File: src/uiees_regs.svh
`ifndef UIEES_REGS_SVH
`define UIEES_REGS_SVH

// register byte offsets on the apb bus
`define UIEES_ADDR_W            12
`define UIEES_OFF_STAT_EN       12'h000
`define UIEES_OFF_STAT_FLAG     12'h004
`define UIEES_OFF_ERR_FLAG      12'h008
`define UIEES_OFF_ERR_EN        12'h00c

// status enable and status flag field positions
`define UIEES_STAT_FRAME_START  6
`define UIEES_STAT_STALL        5
`define UIEES_STAT_IDLE         4
`define UIEES_STAT_TRANS_DONE   3
`define UIEES_STAT_BUS_ACTIVITY 2
`define UIEES_STAT_ERR_SUMMARY  1
`define UIEES_STAT_BUS_RESET    0

// error flag and error enable field positions
`define UIEES_ERR_BITSTUFF      7
`define UIEES_ERR_TURNAROUND    4
`define UIEES_ERR_FIELD_SIZE    3
`define UIEES_ERR_DATA_CRC      2
`define UIEES_ERR_TOKEN_CRC     1
`define UIEES_ERR_PACKET_ID     0

// implemented bits and reset values
`define UIEES_STAT_EN_MASK      8'h7f
`define UIEES_STAT_CLR_MASK     8'h7d
`define UIEES_ERR_MASK          8'h9f
`define UIEES_RESET_VAL         8'h00

// timing: full-speed bit time against the 250 MHz clock
`define UIEES_CLK_PERIOD_PS     4000
`define UIEES_BIT_TIME_PS       83333
`define UIEES_BIT_CYCLES        (`UIEES_BIT_TIME_PS / `UIEES_CLK_PERIOD_PS)
`define UIEES_TURN_BITS         16

`endif

File: src/uiees_pkg.sv
package uiees_pkg;

	// one-cycle event pulses from the serial engine for top-level status
	typedef struct packed {
		logic frame_start;
		logic stall;
		logic idle;
		logic trans_done;
		logic bus_activity;
		logic bus_reset;
	} uiees_stat_evt_t;

	// one-cycle error pulses from the serial engine
	typedef struct packed {
		logic bitstuff;
		logic field_size;
		logic data_crc;
		logic token_crc;
		logic packet_id;
	} uiees_err_evt_t;

	// line state used by the turnaround timer
	typedef struct packed {
		logic eop;
		logic bus_active;
	} uiees_link_t;

	typedef enum logic [0:0] {
		TURN_IDLE = 1'b0,
		TURN_WAIT = 1'b1
	} uiees_turn_state_t;

endpackage

File: src/uiees_top.sv
`timescale 1ns/1ps
`include "uiees_regs.svh"

//Operation
// - status enable bits only gate the request, never the flag setting
// - flags still set while their enables are clear, for polling
// - status enable: bit 7 reads 0, bits 6..0 enable sources, reset 0
// - enabled error flags ORed into the error summary flag
// - set error enable lets its flag reach the summary; clear blocks it
// - error flag set in the cycle the error is seen
// - error flag stays set until firmware writes 0; writing 1 keeps it
// - error flag register eight bits, reset 0, bits 6 and 5 read 0
// - idle over 16 bit times after end of packet sets flag bit 4
// - partial-byte data field sets flag bit 3
// - data crc failure sets flag bit 2
// - token rejected on crc5 sets flag bit 1
// - error enable mirrors flag layout, bits 6 and 5 read 0, reset 0
// - error summary is read-only, follows only enabled error flags
module uiees_top #(
	parameter int BIT_CYCLES = `UIEES_BIT_CYCLES,
	parameter int TURN_BITS  = `UIEES_TURN_BITS
) (
	input  wire logic                         pclk,
	input  wire logic                         presetn,
	input  wire logic                         psel,
	input  wire logic                         penable,
	input  wire logic                         pwrite,
	input  wire logic [`UIEES_ADDR_W-1:0]     paddr,
	input  wire logic [31:0]                  pwdata,
	input  wire logic [3:0]                   pstrb,
	output logic      [31:0]                  prdata,
	output logic                              pready,
	output logic                              pslverr,
	input  wire uiees_pkg::uiees_stat_evt_t   stat_evt,
	input  wire uiees_pkg::uiees_err_evt_t    err_evt,
	input  wire uiees_pkg::uiees_link_t       link,
	output logic                              usb_irq,
	output logic                              error_summary_flag
);

	localparam int DIV_W = (BIT_CYCLES > 1) ? $clog2(BIT_CYCLES) : 1;
	localparam int BIT_W = $clog2(TURN_BITS + 1);

	// refuse settings that the counters cannot serve
	if (BIT_CYCLES < 1) begin : g_bad_div
		$error("bit time must be at least one clock cycle");
	end
	if (TURN_BITS < 1) begin : g_bad_turn
		$error("turnaround limit must be at least one bit time");
	end

	// register contents
	logic [7:0]                         status_irq_enable_reg;
	logic [7:0]                         status_irq_flag_reg;
	logic [7:0]                         error_flag_reg;
	logic [7:0]                         error_enable_reg;
	logic [7:0]                         next_status_irq_enable_reg;
	logic [7:0]                         next_status_irq_flag_reg;
	logic [7:0]                         next_error_flag_reg;
	logic [7:0]                         next_error_enable_reg;
	logic                               next_usb_irq;
	logic                               next_error_summary_flag;

	// bus side state
	logic [31:0]                        next_prdata;
	logic                               next_pready;
	logic                               next_pslverr;

	// turnaround timer state
	uiees_pkg::uiees_turn_state_t       turn_state;
	uiees_pkg::uiees_turn_state_t       next_turn_state;
	logic [DIV_W-1:0]                   div_cnt;
	logic [DIV_W-1:0]                   next_div_cnt;
	logic [BIT_W-1:0]                   bit_cnt;
	logic [BIT_W-1:0]                   next_bit_cnt;
	logic                               turn_timeout;

	// decoded bus strobes
	logic                               acc_first;
	logic                               acc_done;
	logic                               wr_lane0;
	logic [7:0]                         wr_byte;
	logic [7:0]                         err_set;
	logic [7:0]                         stat_set;
	logic [7:0]                         err_clr;
	logic [7:0]                         stat_clr;
	logic [7:0]                         stat_view;

	// true when the offset names one of the four registers
	function automatic logic addr_hit(input logic [`UIEES_ADDR_W-1:0] a);
		addr_hit = (a == `UIEES_OFF_STAT_EN) || (a == `UIEES_OFF_STAT_FLAG) ||
			(a == `UIEES_OFF_ERR_FLAG) || (a == `UIEES_OFF_ERR_EN);
	endfunction

	// write strobe for one register, taken only at the completing edge
	function automatic logic reg_write(
		input logic                         done,
		input logic                         lane,
		input logic [`UIEES_ADDR_W-1:0]     a,
		input logic [`UIEES_ADDR_W-1:0]     off
	);
		reg_write = done && lane && (a == off);
	endfunction

	// first access cycle raises pready next; the completing edge is the next one
	assign acc_first = psel && penable && !pready;
	assign acc_done  = psel && penable && pready;
	// register data lives in byte lane 0; other lanes are ignored
	assign wr_lane0  = pwrite && pstrb[0];
	assign wr_byte   = pwdata[7:0];

	// flag view for reads: the summary bit is whatever the error side says
	// summary read-only
	always_comb begin
		stat_view = status_irq_flag_reg & `UIEES_STAT_CLR_MASK;
		stat_view[`UIEES_STAT_ERR_SUMMARY] = error_summary_flag;
	end

	// bus answer: one wait state, then pready with data or an error for holes
	always_comb begin
		next_pready  = acc_first;
		next_pslverr = acc_first && !addr_hit(paddr);
		next_prdata  = prdata;
		if (acc_first && !pwrite) begin
			next_prdata = 32'h0000_0000;
			unique case (paddr)
				`UIEES_OFF_STAT_EN:   next_prdata[7:0] = status_irq_enable_reg;
				`UIEES_OFF_STAT_FLAG: next_prdata[7:0] = stat_view;
				// bits 6 and 5 read zero
				`UIEES_OFF_ERR_FLAG:  next_prdata[7:0] = error_flag_reg;
				`UIEES_OFF_ERR_EN:    next_prdata[7:0] = error_enable_reg;
				default:              next_prdata = 32'h0000_0000;
			endcase
		end
	end

	always_ff @(posedge pclk or negedge presetn) begin
		if (!presetn) begin
			pready  <= 1'b0;
			pslverr <= 1'b0;
			prdata  <= 32'h0000_0000;
		end else begin
			pready  <= next_pready;
			pslverr <= next_pslverr;
			prdata  <= next_prdata;
		end
	end

	// turnaround timer: bit-time enable divider restarts at each end of packet seen in TURN_IDLE,
	// so the first bit boundary falls exactly one bit time after it
	always_comb begin
		next_turn_state = turn_state;
		next_div_cnt    = div_cnt;
		next_bit_cnt    = bit_cnt;
		turn_timeout    = 1'b0;
		unique case (turn_state)
			uiees_pkg::TURN_IDLE: begin
				if (link.eop) begin
					next_turn_state = uiees_pkg::TURN_WAIT;
					next_div_cnt    = '0;
					next_bit_cnt    = '0;
				end
			end
			uiees_pkg::TURN_WAIT: begin
				if (link.bus_active) begin
					// the other side answered in time
					next_turn_state = uiees_pkg::TURN_IDLE;
				end else if (div_cnt == DIV_W'(BIT_CYCLES - 1)) begin
					next_div_cnt = '0;
					// more than the limit means the tick after the last
					if (bit_cnt == BIT_W'(TURN_BITS)) begin
						turn_timeout    = 1'b1;
						next_turn_state = uiees_pkg::TURN_IDLE;
					end else begin
						next_bit_cnt = bit_cnt + BIT_W'(1);
					end
				end else begin
					next_div_cnt = div_cnt + DIV_W'(1);
				end
			end
		endcase
	end

	always_ff @(posedge pclk or negedge presetn) begin
		if (!presetn) begin
			turn_state <= uiees_pkg::TURN_IDLE;
			div_cnt    <= '0;
			bit_cnt    <= '0;
		end else begin
			turn_state <= next_turn_state;
			div_cnt    <= next_div_cnt;
			bit_cnt    <= next_bit_cnt;
		end
	end

	// error sources, mapped onto their flag positions
	always_comb begin
		err_set = 8'h00;
		err_set[`UIEES_ERR_BITSTUFF]   = err_evt.bitstuff;
		err_set[`UIEES_ERR_TURNAROUND] = turn_timeout;
		err_set[`UIEES_ERR_FIELD_SIZE] = err_evt.field_size;
		err_set[`UIEES_ERR_DATA_CRC]   = err_evt.data_crc;
		err_set[`UIEES_ERR_TOKEN_CRC]  = err_evt.token_crc;
		err_set[`UIEES_ERR_PACKET_ID]  = err_evt.packet_id;
	end

	// status sources; the summary position is never a stored flag
	always_comb begin
		stat_set = 8'h00;
		stat_set[`UIEES_STAT_FRAME_START]  = stat_evt.frame_start;
		stat_set[`UIEES_STAT_STALL]        = stat_evt.stall;
		stat_set[`UIEES_STAT_IDLE]         = stat_evt.idle;
		stat_set[`UIEES_STAT_TRANS_DONE]   = stat_evt.trans_done;
		stat_set[`UIEES_STAT_BUS_ACTIVITY] = stat_evt.bus_activity;
		stat_set[`UIEES_STAT_BUS_RESET]    = stat_evt.bus_reset;
	end

	// a written 0 clears, a written 1 leaves the flag alone
	always_comb begin
		err_clr  = 8'h00;
		stat_clr = 8'h00;
		if (reg_write(acc_done, wr_lane0, paddr, `UIEES_OFF_ERR_FLAG)) begin
			err_clr = ~wr_byte & `UIEES_ERR_MASK;
		end
		if (reg_write(acc_done, wr_lane0, paddr, `UIEES_OFF_STAT_FLAG)) begin
			stat_clr = ~wr_byte & `UIEES_STAT_CLR_MASK;
		end
	end

	// register next values; set terms come last so a same-cycle event wins
	always_comb begin
		next_status_irq_enable_reg = status_irq_enable_reg;
		next_error_enable_reg      = error_enable_reg;
		if (reg_write(acc_done, wr_lane0, paddr, `UIEES_OFF_STAT_EN)) begin
			next_status_irq_enable_reg = wr_byte & `UIEES_STAT_EN_MASK;
		end
		if (reg_write(acc_done, wr_lane0, paddr, `UIEES_OFF_ERR_EN)) begin
			next_error_enable_reg = wr_byte & `UIEES_ERR_MASK;
		end
		next_error_flag_reg = ((error_flag_reg & ~err_clr) | err_set) & `UIEES_ERR_MASK;
		// enables play no part in setting
		next_status_irq_flag_reg =
			((status_irq_flag_reg & ~stat_clr) | stat_set) & `UIEES_STAT_CLR_MASK;
		next_error_summary_flag = |(error_flag_reg & error_enable_reg);
		next_usb_irq = |(stat_view & status_irq_enable_reg);
	end

	// registers hold zero from reset; the summary lags its flags by a cycle
	always_ff @(posedge pclk or negedge presetn) begin
		if (!presetn) begin
			status_irq_enable_reg <= `UIEES_RESET_VAL;
			status_irq_flag_reg   <= `UIEES_RESET_VAL;
			error_flag_reg        <= `UIEES_RESET_VAL;
			error_enable_reg      <= `UIEES_RESET_VAL;
			error_summary_flag    <= 1'b0;
			usb_irq               <= 1'b0;
		end else begin
			status_irq_enable_reg <= next_status_irq_enable_reg;
			status_irq_flag_reg   <= next_status_irq_flag_reg;
			error_flag_reg        <= next_error_flag_reg;
			error_enable_reg      <= next_error_enable_reg;
			error_summary_flag    <= next_error_summary_flag;
			usb_irq               <= next_usb_irq;
		end
	end

endmodule

File: config.mk
export PLATFORM = sky130hd
export DESIGN_NAME = uiees_top
export DESIGN_NICKNAME = d
export VERILOG_FILES = /design/src/uiees_pkg.sv /design/src/uiees_top.sv
export VERILOG_INCLUDE_DIRS = /design/src
export SDC_FILE = /design/constraint.sdc
export NUM_CORES = 1
export LEC_CHECK = 0
export BUFFER_PORTS_ARGS = -buffer_cell sky130_fd_sc_hd__buf_2
export CAP_MARGIN = 15
export CORE_MARGIN = 2
export CORE_UTILIZATION = 50
export CTS_BUF_LIST = sky130_fd_sc_hd__clkbuf_4
export CTS_CLUSTER_SIZE = 25
export DETAILED_ROUTE_END_ITERATION = 8
export GPL_TIMING_DRIVEN = 0
export PLACE_DENSITY = 0.82
export SETUP_SLACK_MARGIN = 0.05
export SYNTH_ARGS = -nofsm -noshare
export SYNTH_HDL_FRONTEND = slang
export SYNTH_SLANG_ARGS = --single-unit
File: constraint.sdc
create_clock -name pclk -period 2.1 [get_ports pclk]
set_input_delay 0.105 -clock pclk [delete_from_list [all_inputs] [get_ports pclk]]
set_output_delay 0.105 -clock pclk [all_outputs]
set_load 0.01 [all_outputs]
Word-level counts from Yosys, hierarchy flattened. Index checks and enable logic that the tools add are counted.

Bitwise logic cells: 10. Equal/unequal tests: 9. Mux-type cells: 20. Add/subtract/negate cells: 2. Reduce and logical (&&, ||, !) cells: 22.

Operator list (number): 8-bit case mux with 4 select lines (1); 5-bit two-way mux (6); 12-bit by 4-bit equality test with 1-bit output, second input constant (2); 5-bit case mux with 2 select lines (2); 8-bit bitwise AND (2); 8-bit inverter (2); 8-bit OR reduction (2); 7-bit bitwise AND (2); 12-bit by 3-bit equality test with 1-bit output, second input constant (1); 12-bit logical NOT (1); 1-bit logical AND (11); 5-bit by 1-bit adder with 5-bit output, second input constant (2); 5-bit equality test, second input constant (2); 1-bit two-way mux (8); 8-bit two-way mux (1); 8-bit OR (1); 7-bit two-way mux (1); 7-bit inverter (1); 7-bit OR (1); 2-bit inequality test, second input constant (3); 4-bit AND reduction (1); 1-bit logical NOT (3); 1-bit logical OR (3); 2-bit by 1-bit inequality test with 1-bit output, second input constant (1); 3 further kinds (3).

Logic and storage cells: 75. Output and inout bits: 36. Flip-flop bits (word level): 48.

Depth between registers and ports, before layout.
Word-level depth: 8. Depth in mapped cells: 6. Gate-level depth less buffers: 6.

Worst setup path after synthesis. Ideal clock, no wire load.

Kind: register to register. Start point: reg div_cnt[0]. End point: reg bit_cnt[3]. Path buffers: 0. Data arrival time: 1.506 ns. Required time: 1.980 ns. Stages on the path, launching flop included: 6. Path slack: 0.473 ns. Path through: dfrtp_1 > ha_1 > nor4bb_1 > and3_1 > a31oi_1 > a41o_1.

Longest elaborated chain between the ends: 3.

RTL lines: start, declared (line uiees_top.sv:72) `logic [DIV_W-1:0] div_cnt;`; start signal, assigned (line uiees_top.sv:191) `div_cnt <= next_div_cnt;`; 5-bit equality test (line uiees_top.sv:168) `end else if (div_cnt == DIV_W'(BIT_CYCLES - 1)) begin`; 2-bit by 1-bit inequality test with 1-bit output (no line); 4-bit AND reduction (no line); end signal, assigned (line uiees_top.sv:192) `bit_cnt <= next_bit_cnt;`; end, declared (line uiees_top.sv:74) `logic [BIT_W-1:0] bit_cnt;`.

Every way passes these cells. A chain may end at the register's enable or synchronous reset.

Worst setup path in the final report.
Start point: reg pready. End point: reg status_irq_flag_reg[6].

Longest elaborated chain between the ends: 7.

RTL lines: start, declared (line uiees_top.sv:32) `output logic pready,`; start signal, assigned (line uiees_top.sv:143) `pready <= next_pready;`; 1-bit logical AND (line uiees_top.sv:107) `assign acc_done = psel && penable && pready;`; 1-bit logical AND (2 in a row) (line uiees_top.sv:102) `reg_write = done && lane && (a == off);`; 7-bit two-way mux (line uiees_top.sv:225) `` if (reg_write(acc_done, wr_lane0, paddr, `UIEES_OFF_STAT_FLAG)) begin ``; 7-bit inverter (line uiees_top.sv:243) `` ((status_irq_flag_reg & ~stat_clr) | stat_set) & `UIEES_STAT_CLR_MASK; ``; 7-bit bitwise AND (line uiees_top.sv:243); 7-bit OR (line uiees_top.sv:243); via next_status_irq_flag_reg[6] (line uiees_top.sv:58) `logic [7:0] next_status_irq_flag_reg;`; end signal, assigned (line uiees_top.sv:252) `` status_irq_flag_reg <= `UIEES_RESET_VAL; ``; end signal, assigned (line uiees_top.sv:259) `status_irq_flag_reg <= next_status_irq_flag_reg;`; end, declared (line uiees_top.sv:54) `logic [7:0] status_irq_flag_reg;`.

The timed path passes the listed nets, and every way through them passes these cells.

==> run_results.csv <==
group,metric,value,unit
status,outcome,"complete, no violations",
critical_path,path_class,"flop to flop",
route,ant_nets,0,
sta,layout_min_cycle_time,1860,ps
grt,grt-ovfl-total,0,
cells_and_area,antenna_cells,0,
cells_and_area,final_cell_area,3230,µm²
route,vias,1956,
power_and_ir_drop,clockPowerShare,0.313,
critical_path,crit_slowest_cell,"dlygate4sd3_1",
sta,finalSetupViolCount,0,
hold_path,hp-class,"input port to flop",
yosys,synth_compound_area_frac,0.104,
power_and_ir_drop,p_sw_frac,0.252,
yosys,synth_area_leaders,"dfrtp_1 48%, buf_4 7.2%, o31ai_1 4.8%",
clock_tree,cts.sinks,48,
yosys,syn_area_per_cell,11.2,µm²
critical_path,critPathBufInv,1,
critical_path,path_cells,"and3_1, nand4_1, o31ai_1, nand2b_1, dlygate4sd3_1",
cells_and_area,seq_area,1200,µm²
route,drt_pass1_iterations,5,
cells_and_area,final_cell_mix,"52 x buf_2, 48 x dfrtp_1, 26 x nand2_1",
critical_path,cp-start-kind,"flop",
yosys,synth_top_area_cell,"dfrtp_1",
yosys,netlist_area,2500,µm²
sta,whs,15.6,ps
grt,grt_pass1_vias,1792,
cells_and_area,nNetsFinal,394,
critical_path,path_delay_family,"buffers and inverters",
grt,track_usage,0.194,
critical_path,crit_arrival,2130,ps
yosys,synth_top_area_share,0.480,
clock_tree,clk_pin_slew,140,ps
power_and_ir_drop,combinationalPowerShare,0.141,
cells_and_area,fill_cells,387,
sta,rsz0062_at_grt,"no",
yosys,ys_types,35,
power_and_ir_drop,seqPwrFrac,0.546,
power_and_ir_drop,intPower,1.32,mW
clock_tree,cts_buffers,5,
critical_path,critPathMaxStageDelay,560,ps
sta,fin_crit_sh,0.886,
yosys,ys_warn_count,0,
yosys,syn_inst,224,
cells_and_area,multi_input_area,1160,µm²
sta,tns,0,ps
placement,postPlaceCellArea,2920,µm²
cells_and_area,largest_register_ffs,8,
yosys,synth_top_family_by_area,"simple AND/OR/NAND/NOR gates",
placement,place_ws,255,ps
clock_tree,cts_tree,"yes",
floorplanning,chipWidth,74.8,µm
placement,io_buffer_count,50,
sta,hold_viol_final,0,
floorplanning,start_util,0.523,
sta,tightest_slew,633,ps
placement,place_congestion,0.858,
flow_run,max_cap_viol_count,0,
sta,slew_headroom,0.575,
critical_path,required,2370,ps
cells_and_area,area_delta_synth_final,29.0,%
sta,fmax,0.537,GHz
sta,clock_skew,18.0,ps
placement,post-dp-hpwl,3.72,mm
route,drt_iter0_markers,90,
power_and_ir_drop,ir_worst_vdd,0.329,mV
power_and_ir_drop,netSwitchingPower,0.445,mW
floorplanning,die_area,5590,µm²
yosys,synth_mux_area_frac,0.134,
yosys,yosys.area_share.xor_xnor,0,
floorplanning,io_pins,102,
clock_tree,cts-root-buf,"clkbuf_4",
clock_tree,cts_setup_buffers,0,
yosys,synthSimpleGateAreaFrac,0.170,
critical_path,crit_path_max_fanout,6,
placement,dp.cells,364,
grt,grt_pass1_wl,8.16,mm
clock_tree,clockBufferDepth,2,
power_and_ir_drop,p_per_area,547,nW/µm²
cells_and_area,layout-drive-gt1-share,0.334,
route,vias_per_cell,4.98,
power_and_ir_drop,power.total,1.77,mW
cells_and_area,final_util,0.675,
critical_path,cp-end-kind,"flop",
floorplanning,num_rows,25,
yosys,synth_seq_cells,48,
floorplanning,die_y,74.8,µm
clock_tree,clk_latency,370,ps
yosys,ys_seq_area_frac,0.480,
route,wl_per_cell,12.8,µm
floorplanning,core_area,4790,µm²
clock_tree,h-tree-depth,2,
power_and_ir_drop,power_leakage,1.60,nW
grt,antenna_found_initial,0,
grt,grt_start_max_net_pins,49,
sta,maxSlewViolCount,0,
sta,worst_slack,238,ps
route,drc,0,
yosys,yosys.area_share.adder,0.0150,
cells_and_area,final_common_cell,"buf_2",
route,finalWirelength,5.04,mm
cells_and_area,fin_cells,393,
## tightest hold or removal path, stage by stage
cell and delay [ps]:
buf_2 100, nand2_1 100, nor2_1 50
## cell families after synthesis
kind of cell	Yosys count
buffers and inverters	37
AND/OR/NAND/NOR	76
AO/OA/AOI/OAI	36
flip-flops	48
other	1
adder cells (fa/ha/maj)	3
multiplexers	23
## cells in the mapped netlist (all sizes together)
master   instances
o211ai           1
nor2             5
mux2            14
o21bai           1
nor4bb           1
a22oi            5
dfrtp           48
mux2i            4
o31ai           16
mux4             5
inv              5
nand4bb          1
nor3             2
nand4            3
conb             1
nor4             2
o21ai            7
ha               3
a31oi            1
and3             3
nand3           13
a222oi           1
or3              2
nand2           26
a41o             1
clkbuf           5
nand2b          14
nor2b            3
a22o             3
and4bb           1
buf             27
## worst paths after layout
| path | start | endpoint | cells after the start | slack (ps) |
|---|---|---|---|---|
| setup / recovery | pready | status_irq_flag_reg[6] | 5 | 240 |
| hold / removal | psel | pready | 3 | 20 |
| setup reg to reg | pready | status_irq_flag_reg[6] | 5 | 240 |
| hold reg to reg | prdata[2] | prdata[2] | 2 | 480 |
| max in group asynchronous | presetn | bit_cnt[3] | 3 | 1410 |
| min in group asynchronous | presetn | prdata[6] | 2 | 180 |
## what timing repair did
item	in CTS	in global routing
endpoints found under the setup margin	0	1
gates resized for setup	0	1
endpoints found under the hold margin	68	0
hold buffers	20	0
## metal layers
metal,GRT usage,share of wire,up-vias
li1,-,-,964
met1,0.234,0.42,923
met2,0.344,0.53,64
met3,0.0428,0.044,5
met4,0.0635,0.0093,0
met5,0,0,-
## power groups by stage
stage | clock, mW | sequential (mW) | combinational (mW)
detailed placement | 0 | 0.982 | 0.216
finish | 0.553 | 0.965 | 0.249
global placement | 0 | 0.979 | 0.212
CTS | 0.567 | 0.964 | 0.244
floorplan | 0 | 0.978 | 0.132
global route | 0.596 | 0.968 | 0.278
## area by class of cell
class,count,share of cell area
timing repair buffer,71,0.146
inverter,5,0.00581
clock inverter,3,0.0132
multi-input combinational,162,0.358
clock buffer,5,0.0116
tap,67,0.0259
buffer,32,0.0682
sequential,48,0.372
No activity file was read; power rests on OpenSTA's default activity.
